===== config.mk =====
export PLATFORM = sky130hd
export DESIGN_NAME = nfcai_seq
export DESIGN_NICKNAME = d
export VERILOG_FILES = /design/src/include/nfcai_pkg.sv /design/src/hw/nfcai_seq.sv
export SDC_FILE = /design/constraint.sdc
export NUM_CORES = 2
export LEC_CHECK = 0
export ABC_CLOCK_PERIOD_IN_PS = 9550
export BUFFER_PORTS_ARGS = -buffer_cell sky130_fd_sc_hd__buf_2
export CAP_MARGIN = 20
export CORE_AREA = 2 2 352 354
export CTS_BUF_LIST = sky130_fd_sc_hd__clkbuf_8
export CTS_CLUSTER_SIZE = 25
export DETAILED_ROUTE_END_ITERATION = 7
export DIE_AREA = 0 0 354 356
export GPL_ROUTABILITY_DRIVEN = 0
export SYNTH_ARGS = -nofsm -noshare
export SYNTH_HDL_FRONTEND = slang
export SYNTH_SLANG_ARGS = --single-unit

===== constraint.sdc =====
create_clock -name clk -period 9.55 [get_ports clk]
set_input_delay 1.91 -clock clk [delete_from_list [all_inputs] [get_ports clk]]
set_output_delay 1.91 -clock clk [all_outputs]
set_load 0.1 [all_outputs]

===== src/include/nfcai_pkg.sv =====
// constants and carrier types for the active initiator sequencer
package nfcai_pkg;
	// ------------------------------------------------------------
	// register offsets
	// ------------------------------------------------------------
	localparam logic [7:0] REG_CTRL = 8'h00; // mode and enable bits
	localparam logic [7:0] REG_CMD = 8'h04; // direct command (write)
	localparam logic [7:0] REG_STATUS = 8'h08; // sticky events, write 1 clears
	localparam logic [7:0] REG_TXCNT = 8'h0C; // transmit byte count
	localparam logic [7:0] REG_GPT = 8'h10; // field hold after tx, cycles
	localparam logic [7:0] REG_NRT = 8'h14; // no-response time, cycles
	localparam logic [7:0] REG_MRT = 8'h18; // mask receive time, cycles
	localparam logic [7:0] REG_STATE = 8'h1C; // field enable and fifo count readback
	// ------------------------------------------------------------
	// control fields
	// ------------------------------------------------------------
	localparam int CTRL_ACTIVE = 0; // active communication mode
	localparam int CTRL_TARG = 1; // target-mode select, keep 0
	localparam int CTRL_AR = 2; // auto_response_avoidance_en
	localparam int CTRL_N0 = 3; // response_avoid_count_lo
	localparam int CTRL_N1 = 4; // response_avoid_count_hi
	localparam int CTRL_FDE = 5; // field_detector_enable
	localparam int CTRL_TF106 = 6; // transport_frame_106_enable
	localparam int CTRL_AM = 7; // amplitude channel enable
	localparam int CTRL_PM = 8; // phase channel enable
	localparam int CTRL_RATE = 9; // two bits: 0=106 1=212 2=424
	localparam logic [31:0] CTRL_RESET = 32'h00000000;
	// ------------------------------------------------------------
	// direct commands
	// ------------------------------------------------------------
	localparam logic [7:0] CMD_PRESET = 8'h01; // analog preset
	localparam logic [7:0] CMD_INIT_ON = 8'h02; // initial field on
	localparam logic [7:0] CMD_RESP_ON = 8'h03; // response field on
	localparam logic [7:0] CMD_TRANSMIT = 8'h04; // transmit with crc
	// ------------------------------------------------------------
	// status bits
	// ------------------------------------------------------------
	localparam int ST_CAT = 0; // avoidance done, field on
	localparam int ST_CAC = 1; // collision detected
	localparam int ST_NRE = 2; // no-response timeout
	localparam int ST_EON = 3; // target field on
	localparam int ST_EOF = 4; // target field off
	localparam int ST_SOFT = 5; // soft framing error
	localparam int ST_CRC = 6; // crc error
	localparam int ST_RXE = 7; // frame received
	localparam int ST_TXE = 8; // transmit done
	localparam int ST_W = 9;
	// ------------------------------------------------------------
	// framing and timing
	// ------------------------------------------------------------
	localparam logic [7:0] START_BYTE = 8'hF0;
	localparam logic [15:0] CRC_INIT = 16'h6363;
	localparam logic [15:0] CRC_POLY = 16'h8408;
	localparam logic [7:0] DIV_106 = 8'h80; // fc/128
	localparam logic [7:0] DIV_212 = 8'h40; // fc/64
	localparam logic [7:0] DIV_424 = 8'h20; // fc/32
	localparam int CLK_MHZ = 50;
	localparam int IRFG_US = 5100; // initial_guard_time, us
	localparam int ARFG_US = 1024; // response_guard_time, us
	localparam int IRFG_CYC = IRFG_US * CLK_MHZ;
	localparam int ARFG_CYC = ARFG_US * CLK_MHZ;
	localparam int CA_CYC = 64; // avoidance observation window
	// ------------------------------------------------------------
	// carrier types
	// ------------------------------------------------------------
	typedef struct packed {
		logic [7:0] addr;
		logic [31:0] wdata;
		logic wr;
		logic rd;
	} nfcai_bus_t;
	typedef struct packed {
		logic valid;
		logic [7:0] data;
	} nfcai_byte_t;
	typedef enum {
		S_IDLE, S_CA, S_GUARD, S_FIELD_ON, S_TX, S_HOLD,
		S_WAIT_FIELD, S_MASK, S_RX
	} nfcai_state_t;
endpackage


===== src/hw/nfcai_seq.sv =====
// active initiator sequencer: framing, field switching, timers
//
// Implementation choices: the address map and the address-and-strobe port.
`timescale 1ns/1ps
// Operation
// - after transmit, parse receiver for reply start
// - check start byte, store length and data
// - trailing crc checked internally, not stored
// - wrong start byte: store anyway, soft error
// - bit clock fc/128, fc/64, fc/32 both ways
// - preset enables amplitude channel, disables phase
// - preset also sets transport frame enable
// - transport frame used at every rate
// - active mode sets field detector enable
// - peer threshold, avoidance threshold during field-on
// - transmitter enable set only by field-on
// - field off after general timer after tx
// - initial field-on: no field, on, guard, done
// - field off starts no-response timer
// - target field: event, mask timer, then receive
// - target off: event, auto avoidance, guard, done
// - tx: start byte, count+1, data, crc
module nfcai_seq #(
	parameter int IRFG_CYCLES = nfcai_pkg::IRFG_CYC,
	parameter int ARFG_CYCLES = nfcai_pkg::ARFG_CYC,
	parameter int DEPTH = 96
) (
	input wire logic clk,
	input wire logic rst,
	input wire nfcai_pkg::nfcai_bus_t bus,
	output logic [31:0] rdata,
	input wire logic ext_field_peer, // detector, peer threshold
	input wire logic ext_field_ca, // detector, avoidance threshold
	input wire nfcai_pkg::nfcai_byte_t rx_byte, // demodulated bytes
	input wire logic rx_sof, // receiver start of frame
	input wire logic rx_eof, // receiver end of frame
	output logic rx_enable, // receiver observing
	output logic ca_threshold_sel, // 1 = avoidance threshold
	output logic tx_en, // rf field on
	output logic tx_bit, // coded bit to modulator
	output logic bit_tick, // bit clock strobe
	output logic am_channel_en,
	output logic pm_channel_en,
	output logic field_det_en,
	output logic [15:0] rx_fifo_count
);
	import nfcai_pkg::*;

	// ------------------------------------------------------------
	// synchronisers for pin inputs
	// ------------------------------------------------------------
	logic [1:0] peer_s_q, ca_s_q; // two stages each
	always_ff @(posedge clk or posedge rst) begin
		if (rst) begin
			peer_s_q <= 2'h0;
			ca_s_q <= 2'h0;
		end else begin
			peer_s_q <= {peer_s_q[0], ext_field_peer};
			ca_s_q <= {ca_s_q[0], ext_field_ca};
		end
	end
	wire peer_field = peer_s_q[1];
	wire ca_field = ca_s_q[1];

	// ------------------------------------------------------------
	// registers
	// ------------------------------------------------------------
	logic [31:0] ctrl_q; // mode and enables
	logic [15:0] txcnt_q, gpt_q, nrt_q, mrt_q; // counts and timers
	logic [ST_W-1:0] status_q; // sticky events
	logic [ST_W-1:0] set_ev; // events raised this cycle
	nfcai_state_t state_q;
	logic preset_go, init_go, resp_go, tx_go;

	assign preset_go = bus.wr && bus.addr == REG_CMD
		&& bus.wdata[7:0] == CMD_PRESET;
	assign init_go = bus.wr && bus.addr == REG_CMD
		&& bus.wdata[7:0] == CMD_INIT_ON;
	assign resp_go = bus.wr && bus.addr == REG_CMD
		&& bus.wdata[7:0] == CMD_RESP_ON;
	assign tx_go = bus.wr && bus.addr == REG_CMD
		&& bus.wdata[7:0] == CMD_TRANSMIT;

	// control register with hardware side effects
	always_ff @(posedge clk or posedge rst) begin
		if (rst) begin
			ctrl_q <= CTRL_RESET;
		end else begin
			if (bus.wr && bus.addr == REG_CTRL) begin
				ctrl_q <= bus.wdata;
				// active mode forces the detector on
				if (bus.wdata[CTRL_ACTIVE]) begin
					ctrl_q[CTRL_FDE] <= 1'b1;
				end
			end
			if (preset_go) begin
				ctrl_q[CTRL_AM] <= 1'b1;
				ctrl_q[CTRL_PM] <= 1'b0;
				ctrl_q[CTRL_TF106] <= 1'b1;
			end
		end
	end

	// plain value registers
	always_ff @(posedge clk or posedge rst) begin
		if (rst) begin
			txcnt_q <= 16'h0000;
			gpt_q <= 16'h0000;
			nrt_q <= 16'h0000;
			mrt_q <= 16'h0000;
		end else if (bus.wr) begin
			case (bus.addr)
				REG_TXCNT: txcnt_q <= bus.wdata[15:0];
				REG_GPT: gpt_q <= bus.wdata[15:0];
				REG_NRT: nrt_q <= bus.wdata[15:0];
				REG_MRT: mrt_q <= bus.wdata[15:0];
				default: ;
			endcase
		end
	end

	// sticky status: set beats a write-one clear
	always_ff @(posedge clk or posedge rst) begin
		if (rst) begin
			status_q <= '0;
		end else begin
			if (bus.wr && bus.addr == REG_STATUS) begin
				status_q <= (status_q & ~bus.wdata[ST_W-1:0]) | set_ev;
			end else begin
				status_q <= status_q | set_ev;
			end
		end
	end

	assign am_channel_en = ctrl_q[CTRL_AM];
	assign pm_channel_en = ctrl_q[CTRL_PM];
	assign field_det_en = ctrl_q[CTRL_FDE];

	// ------------------------------------------------------------
	// bit clock divider
	// ------------------------------------------------------------
	function automatic logic [7:0] rate_div(input logic [1:0] r);
		case (r)
			2'h1: rate_div = DIV_212;
			2'h2: rate_div = DIV_424;
			default: rate_div = DIV_106;
		endcase
	endfunction
	logic [7:0] div_q;
	// same divider for tx and rx, selected rate
	always_ff @(posedge clk or posedge rst) begin
		if (rst) begin
			div_q <= 8'h00;
		end else if (div_q >= rate_div(ctrl_q[CTRL_RATE+:2]) - 8'h01) begin
			div_q <= 8'h00;
		end else begin
			div_q <= div_q + 8'h01;
		end
	end
	assign bit_tick = div_q == 8'h00;

	// ------------------------------------------------------------
	// sequencer
	// ------------------------------------------------------------
	logic [31:0] tmr_q; // shared phase timer
	logic peer_d_q; // previous peer field level
	logic tx_done; // serializer finished
	logic auto_on; // automatic response armed
	assign auto_on = ctrl_q[CTRL_AR];
	logic resp_mode_q; // guard uses response time

	always_ff @(posedge clk or posedge rst) begin
		if (rst) begin
			peer_d_q <= 1'b0;
		end else begin
			peer_d_q <= peer_field;
		end
	end

	// state, timer, field enable
	always_ff @(posedge clk or posedge rst) begin
		if (rst) begin
			state_q <= S_IDLE;
			tmr_q <= 32'h0;
			tx_en <= 1'b0;
			resp_mode_q <= 1'b0;
		end else begin
			tmr_q <= tmr_q + 32'h1;
			case (state_q)
				S_IDLE: begin
					if (init_go || resp_go) begin
						state_q <= S_CA;
						resp_mode_q <= resp_go;
						tmr_q <= 32'h0;
					end
				end
				S_CA: begin
					if (ca_field) begin
						state_q <= S_IDLE; // collision, stay off
					end else if (tmr_q >= CA_CYC - 1) begin
						tx_en <= 1'b1;
						state_q <= S_GUARD;
						tmr_q <= 32'h0;
					end
				end
				S_GUARD: begin
					if (tmr_q >= (resp_mode_q ? ARFG_CYCLES : IRFG_CYCLES) - 1)
						begin
						state_q <= S_FIELD_ON;
					end
				end
				S_FIELD_ON: begin
					if (tx_go) begin
						state_q <= S_TX;
					end
				end
				S_TX: begin
					if (tx_done) begin
						state_q <= S_HOLD;
						tmr_q <= 32'h0;
					end
				end
				S_HOLD: begin
					if (tmr_q >= {16'h0, gpt_q}) begin
						tx_en <= 1'b0;
						state_q <= S_WAIT_FIELD;
						tmr_q <= 32'h0;
					end
				end
				S_WAIT_FIELD: begin
					if (peer_field && !peer_d_q) begin
						state_q <= S_MASK;
						tmr_q <= 32'h0;
					end else if (tmr_q >= {16'h0, nrt_q}) begin
						state_q <= S_IDLE;
					end
				end
				S_MASK: begin
					if (tmr_q >= {16'h0, mrt_q}) begin
						state_q <= S_RX;
					end
				end
				S_RX: begin
					if (!peer_field && peer_d_q) begin
						// loop back into avoidance while armed
						state_q <= auto_on ? S_CA : S_IDLE;
						resp_mode_q <= 1'b1;
						tmr_q <= 32'h0;
					end
				end
				default: state_q <= S_IDLE;
			endcase
		end
	end
	assign ca_threshold_sel = state_q == S_CA;
	assign rx_enable = state_q == S_RX;

	// ------------------------------------------------------------
	// transmit serializer: start, length, fifo data, crc
	// ------------------------------------------------------------
	function automatic logic [15:0] crc_byte(input logic [15:0] c,
		input logic [7:0] d);
		logic [15:0] r;
		r = c;
		for (int i = 0; i < 8; i++) begin
			r = (r[0] ^ d[i]) ? ((r >> 1) ^ CRC_POLY) : (r >> 1);
		end
		crc_byte = r;
	endfunction

	logic [7:0] fifo_mem [DEPTH];
	logic [15:0] wr_ptr_q, rd_ptr_q, tx_idx_q;
	logic [2:0] bit_q;
	logic [15:0] tx_crc_q;
	logic [7:0] cur_byte;
	logic tx_last_bit;

	// byte order: F0, count+1, data..., crc lo, crc hi
	always_comb begin
		if (tx_idx_q == 16'h0) cur_byte = START_BYTE;
		else if (tx_idx_q == 16'h1) cur_byte = txcnt_q[7:0] + 8'h01;
		else if (tx_idx_q < txcnt_q + 16'h2)
			cur_byte = fifo_mem[rd_ptr_q % DEPTH];
		else if (tx_idx_q == txcnt_q + 16'h2) cur_byte = tx_crc_q[7:0];
		else cur_byte = tx_crc_q[15:8];
	end
	assign tx_last_bit = bit_q == 3'h7 && tx_idx_q == txcnt_q + 16'h3;
	assign tx_done = state_q == S_TX && bit_tick && tx_last_bit;

	always_ff @(posedge clk or posedge rst) begin
		if (rst) begin
			tx_idx_q <= 16'h0;
			bit_q <= 3'h0;
			tx_crc_q <= CRC_INIT;
			tx_bit <= 1'b0;
		end else if (state_q != S_TX) begin
			tx_idx_q <= 16'h0;
			bit_q <= 3'h0;
			tx_crc_q <= CRC_INIT;
			tx_bit <= 1'b0;
		end else if (bit_tick) begin
			tx_bit <= cur_byte[bit_q]; // lsb first
			bit_q <= bit_q + 3'h1;
			if (bit_q == 3'h7) begin
				tx_idx_q <= tx_idx_q + 16'h1;
				if (tx_idx_q < txcnt_q + 16'h2)
					tx_crc_q <= crc_byte(tx_crc_q, cur_byte);
			end
		end
	end

	// ------------------------------------------------------------
	// receive framing: start check, store, crc hold-back
	// ------------------------------------------------------------
	logic [15:0] rx_idx_q, rx_crc_q;
	logic [15:0] hold_q; // last two bytes held back
	logic [1:0] hold_n_q;
	logic fifo_push; // byte leaves the hold-back stage
	logic fifo_pop; // serializer consumed a byte
	assign fifo_push = rx_enable && rx_byte.valid && rx_idx_q != 16'h0
		&& hold_n_q == 2'h2;
	assign fifo_pop = state_q == S_TX && bit_tick && bit_q == 3'h7
		&& tx_idx_q >= 16'h2 && tx_idx_q < txcnt_q + 16'h2;

	always_ff @(posedge clk or posedge rst) begin
		if (rst) begin
			rx_idx_q <= 16'h0;
			rx_crc_q <= CRC_INIT;
			hold_q <= 16'h0;
			hold_n_q <= 2'h0;
		end else if (!rx_enable || rx_sof) begin
			rx_idx_q <= 16'h0;
			rx_crc_q <= CRC_INIT;
			hold_n_q <= 2'h0;
		end else if (rx_byte.valid) begin
			rx_idx_q <= rx_idx_q + 16'h1;
			rx_crc_q <= crc_byte(rx_crc_q, rx_byte.data);
			if (rx_idx_q != 16'h0) begin
				// trailing two bytes never reach the fifo
				hold_q <= {hold_q[7:0], rx_byte.data};
				if (hold_n_q != 2'h2) hold_n_q <= hold_n_q + 2'h1;
			end
		end
	end

	// shared byte store: rx writes, tx reads
	always_ff @(posedge clk or posedge rst) begin
		if (rst) begin
			wr_ptr_q <= 16'h0;
			rd_ptr_q <= 16'h0;
		end else begin
			if (fifo_push) begin
				wr_ptr_q <= wr_ptr_q + 16'h1;
			end
			if (fifo_pop) begin
				rd_ptr_q <= rd_ptr_q + 16'h1;
			end
		end
	end
	always_ff @(posedge clk) begin
		if (fifo_push) fifo_mem[wr_ptr_q % DEPTH] <= hold_q[15:8];
	end
	assign rx_fifo_count = wr_ptr_q - rd_ptr_q;

	// event collection
	always_comb begin
		set_ev = '0;
		set_ev[ST_CAT] = state_q == S_GUARD && tmr_q
			>= (resp_mode_q ? ARFG_CYCLES : IRFG_CYCLES) - 1;
		set_ev[ST_CAC] = state_q == S_CA && ca_field;
		set_ev[ST_NRE] = state_q == S_WAIT_FIELD && !(peer_field
			&& !peer_d_q) && tmr_q >= {16'h0, nrt_q};
		set_ev[ST_EON] = state_q == S_WAIT_FIELD && peer_field
			&& !peer_d_q;
		set_ev[ST_EOF] = state_q == S_RX && !peer_field && peer_d_q;
		set_ev[ST_SOFT] = rx_enable && rx_byte.valid
			&& rx_idx_q == 16'h0 && rx_byte.data != START_BYTE;
		set_ev[ST_CRC] = rx_enable && rx_eof && rx_crc_q != 16'h0;
		set_ev[ST_RXE] = rx_enable && rx_eof;
		set_ev[ST_TXE] = tx_done;
	end

	// read data, one cycle after the strobe
	always_ff @(posedge clk or posedge rst) begin
		if (rst) begin
			rdata <= 32'h0;
		end else if (bus.rd) begin
			case (bus.addr)
				REG_CTRL: rdata <= ctrl_q;
				REG_STATUS: rdata <= {{(32-ST_W){1'b0}}, status_q};
				REG_TXCNT: rdata <= {16'h0, txcnt_q};
				REG_GPT: rdata <= {16'h0, gpt_q};
				REG_NRT: rdata <= {16'h0, nrt_q};
				REG_MRT: rdata <= {16'h0, mrt_q};
				REG_STATE: rdata <= {15'h0, tx_en, rx_fifo_count};
				default: rdata <= 32'h0;
			endcase
		end else begin
			rdata <= 32'h0;
		end
	end
endmodule


==> flow_summary.toml <==
[synthesis]
synth_compound_area_share_pct = 5.772
ys_seq_elements = 1074
synth.cell_area_um2 = 48710
synth_adder_area_share_pct = 2.944
synth.top_cell.area_share_pct = 47.35
synthArstFlopShare_pct = 28.49
ys_seq_area_share_pct = 63.11
synth.area.top_cells = "edfxtp_1 (47%), dfrtp_1 (15%), mux4_2 (11%)"
synth_top_cell_by_area = "edfxtp_1"
synthCells = 3232
synth_edf_count = 768
synth_mux_area_share_pct = 14.27
ys.flop_type = "edfxtp_1"
synth.distinct_cells = 102
synthXorXnorAreaFrac_pct = 3.632
synth_top_family_by_area = "multiplexers"
syn_area_per_cell_um2 = 15.07
synth_warnings = 0
syn_nets = 3403
synthSimpleGateAreaFrac_pct = 8.104

[floorplanning]
initial_core_util_pct = 39.71
coreArea_um2 = 122700
num_rows = 129
die_w_um = 354
num_io_pins = 113
dieArea_um2 = 126000
chipHeight_um = 356

[power]
comb_power_share_pct = 5.8
p_per_area_nw_per_um2 = 175.0
swShare_pct = 23.91
p_sw_mw = 2.291
p_int_mw = 7.291
vdd_drop_max_v = 0.0001236
power_frac_seq_pct = 53.5
clkPwrFrac_pct = 40.7
fin_total_pwr_mw = 9.582
p_leak_nw = 18.39

[cts]
cts_buffers = 178
cts_tree = "built"
h-tree-depth = 4
cts_resized = 0
clockBufferDepth = 3
numClockSinks = 1074
cts_hold_buf = 0
clk_pin_slew_ns = 0.06
cts.root.buffer_cell = "clkbuf_8"
clock_latency_ns = 0.89
post_cts_buffers = 0

[routing]
wl_per_cell_um = 22.74
drtIter0Drc = 2319
drt_wl_total_um = 118600
drc = 0
dr_wl_met2_um = 57730
antenna_left = 0
drtPass1Iterations = 7
wl_met1_um = 50970
wl_met3_um = 7337
topRoutingLayerUsed = "met4"
vias = 28550
vias_per_cell = 5.475

[sta]
rsz0062_at_grt = "no"
layout_setup_ws_ns = 2.018
hold-worst-slack_ns = 0.3587
fin_tns_setup_ns = 0
worstMarginPinSlew_ns = 1.146
hold_violations = 0
relSlewSlack_pct = 23.41
setup_violations = 0
skew_ns = 0.04922
slew_violations = 0
fin_crit_sh_pct = 78.87
fmax_mhz = 132.8
period_needed_ns = 7.532

[layout]
areaGrowthSynthToFinish_pct = 12.40
final_cell_mix = "edfxtp_1 (768), dfrtp_1 (279), nor2_1 (240), mux4_2 (240), nand2_1 (197)"
final_common_cell = "edfxtp_1"
nets = 3606
fin_cells = 5214
drive_above_1_share_pct = 23.38

[critical_path]
required_ns = 7.64
worstSetupPathType = "flip-flop to primary output"
path_max_fanout = 54
arrival_ns = 5.62
worstRegToRegCells = 16
cp-start-kind = "flip-flop"
endpoint_kind = "primary output"

[hold_path]
holdPathStages = 0
hp-class = "flip-flop to flip-flop"

[global_route]
grt_overflow = 0
antenna_found_initial = 4
grt_use_total_pct = 18.84
grt_first_pass_wirelength_um = 180800
grt_pass1_vias = 28970
grt_max_degree = 153

[placed_design]
dp_hpwl_um = 76310
port_buffers = 112
dp_slack_ns = 2.965
dp.cells = 4878

[outcome]
status = "completed"

[job]
cap_violations = 0
[metrics by stage]
step                utilization, %  instance area [um2]
floorplan                        -                48710
global placement             41.71                51170
detailed placement           41.74                51200
CTS                          44.51                54600
global route                 44.63                54750
finish                       44.63                54750
[critical path, cell delays in order (launching register included)]
cell and delay, ns:
dfrtp_4 0.94, inv_1 0.28, ha_1 0.34, nor2b_1 0.13, o21ai_0 0.20, a21oi_1 0.13
o21ai_0 0.23, a21boi_0 0.15, o21ai_0 0.24, a21boi_0 0.16, o21ai_0 0.22, a21boi_0 0.15
o21ai_0 0.30, a21boi_0 0.17, o21ai_0 0.32, a21o_1 0.20, a211o_1 0.15, buf_2 0.43
[worst paths after layout]
check,to,slack (ns),from
max in group asynchronous,hold_q[13],6.94,rst
hold / removal,ca_s_q[1],0.36,ca_s_q[0]
hold reg to reg,ca_s_q[1],0.36,ca_s_q[0]
setup / recovery,rx_fifo_count[15],2.02,rd_ptr_q[1]
setup reg to reg,fifo_mem[3][1],3.08,wr_ptr_q[15]
min in group asynchronous,rd_ptr_q[14],1.15,rst
[state kept, by name, summed over array words and instances (netlist names), 32 cells and up]
signal    flops
rdata        32
tmr_q        32
ctrl_q       32
fifo_mem    768
[cells in the mapped netlist (all sizes together), types with 7 or more instances]
cell    instances
a21o           47
mux4          240
a22oi          23
mux2          117
dfrtp         290
o22a            7
dfstp          16
buf            46
nor2b          18
or4             7
nor2          242
nand2b         15
a31oi          31
mux2i          23
nor3           78
ha            113
o21ai          65
nor4           27
a211o          12
o22ai           8
inv           113
nor3b           7
a22o           16
nand4          26
nand3          92
edfxtp        768
nand2         197
xor2           74
and2           16
xnor2         110
o211ai         15
o31ai          11
and3           46
a211oi         18
xnor3           7
a222oi          9
or2             9
or3            13
clkbuf        110
a21oi          49
[cell families after synthesis]
logic type	after synthesis
AOI/OAI and AO/OA	385
xor gates and xnor gates	191
adders and majority gates	114
buffers and inverters	271
DFF	1074
muxes	380
and+or+nand+nor	817
[layout make-up]
type                       instances  area [um2]
antenna                            2       5.005
clock buffer                     189        2601
clock inverter                   131       799.5
fill                           10860       67920
inverter                         115       436.7
multi-input combinational       1887       16940
sequential                      1074       30780
tap                             1637        2048
timing repair buffer             179        1141
[power by group through the flow]
stage / registers (mW) / clock network [mW] / logic (mW)
6_report: 5.12 / 3.90 / 0.560
5_1_grt: 5.13 / 4.21 / 0.624
4_1_cts: 5.13 / 4.00 / 0.559
3_5_place_dp: 5.22 / 0 / 0.554
3_3_place_gp: 5.22 / 0 / 0.550
2_1_floorplan: 5.19 / 0 / 0.409
[layer usage]
layer | global-route usage, % | vias to the layer above
li1 | - | 12880
met1 | 25.37 | 14650
met2 | 30.79 | 848
met3 | 4.082 | 172
met4 | 5.525 | 0
met5 | 0 | -
No activity file was read; power rests on OpenSTA's default activity.
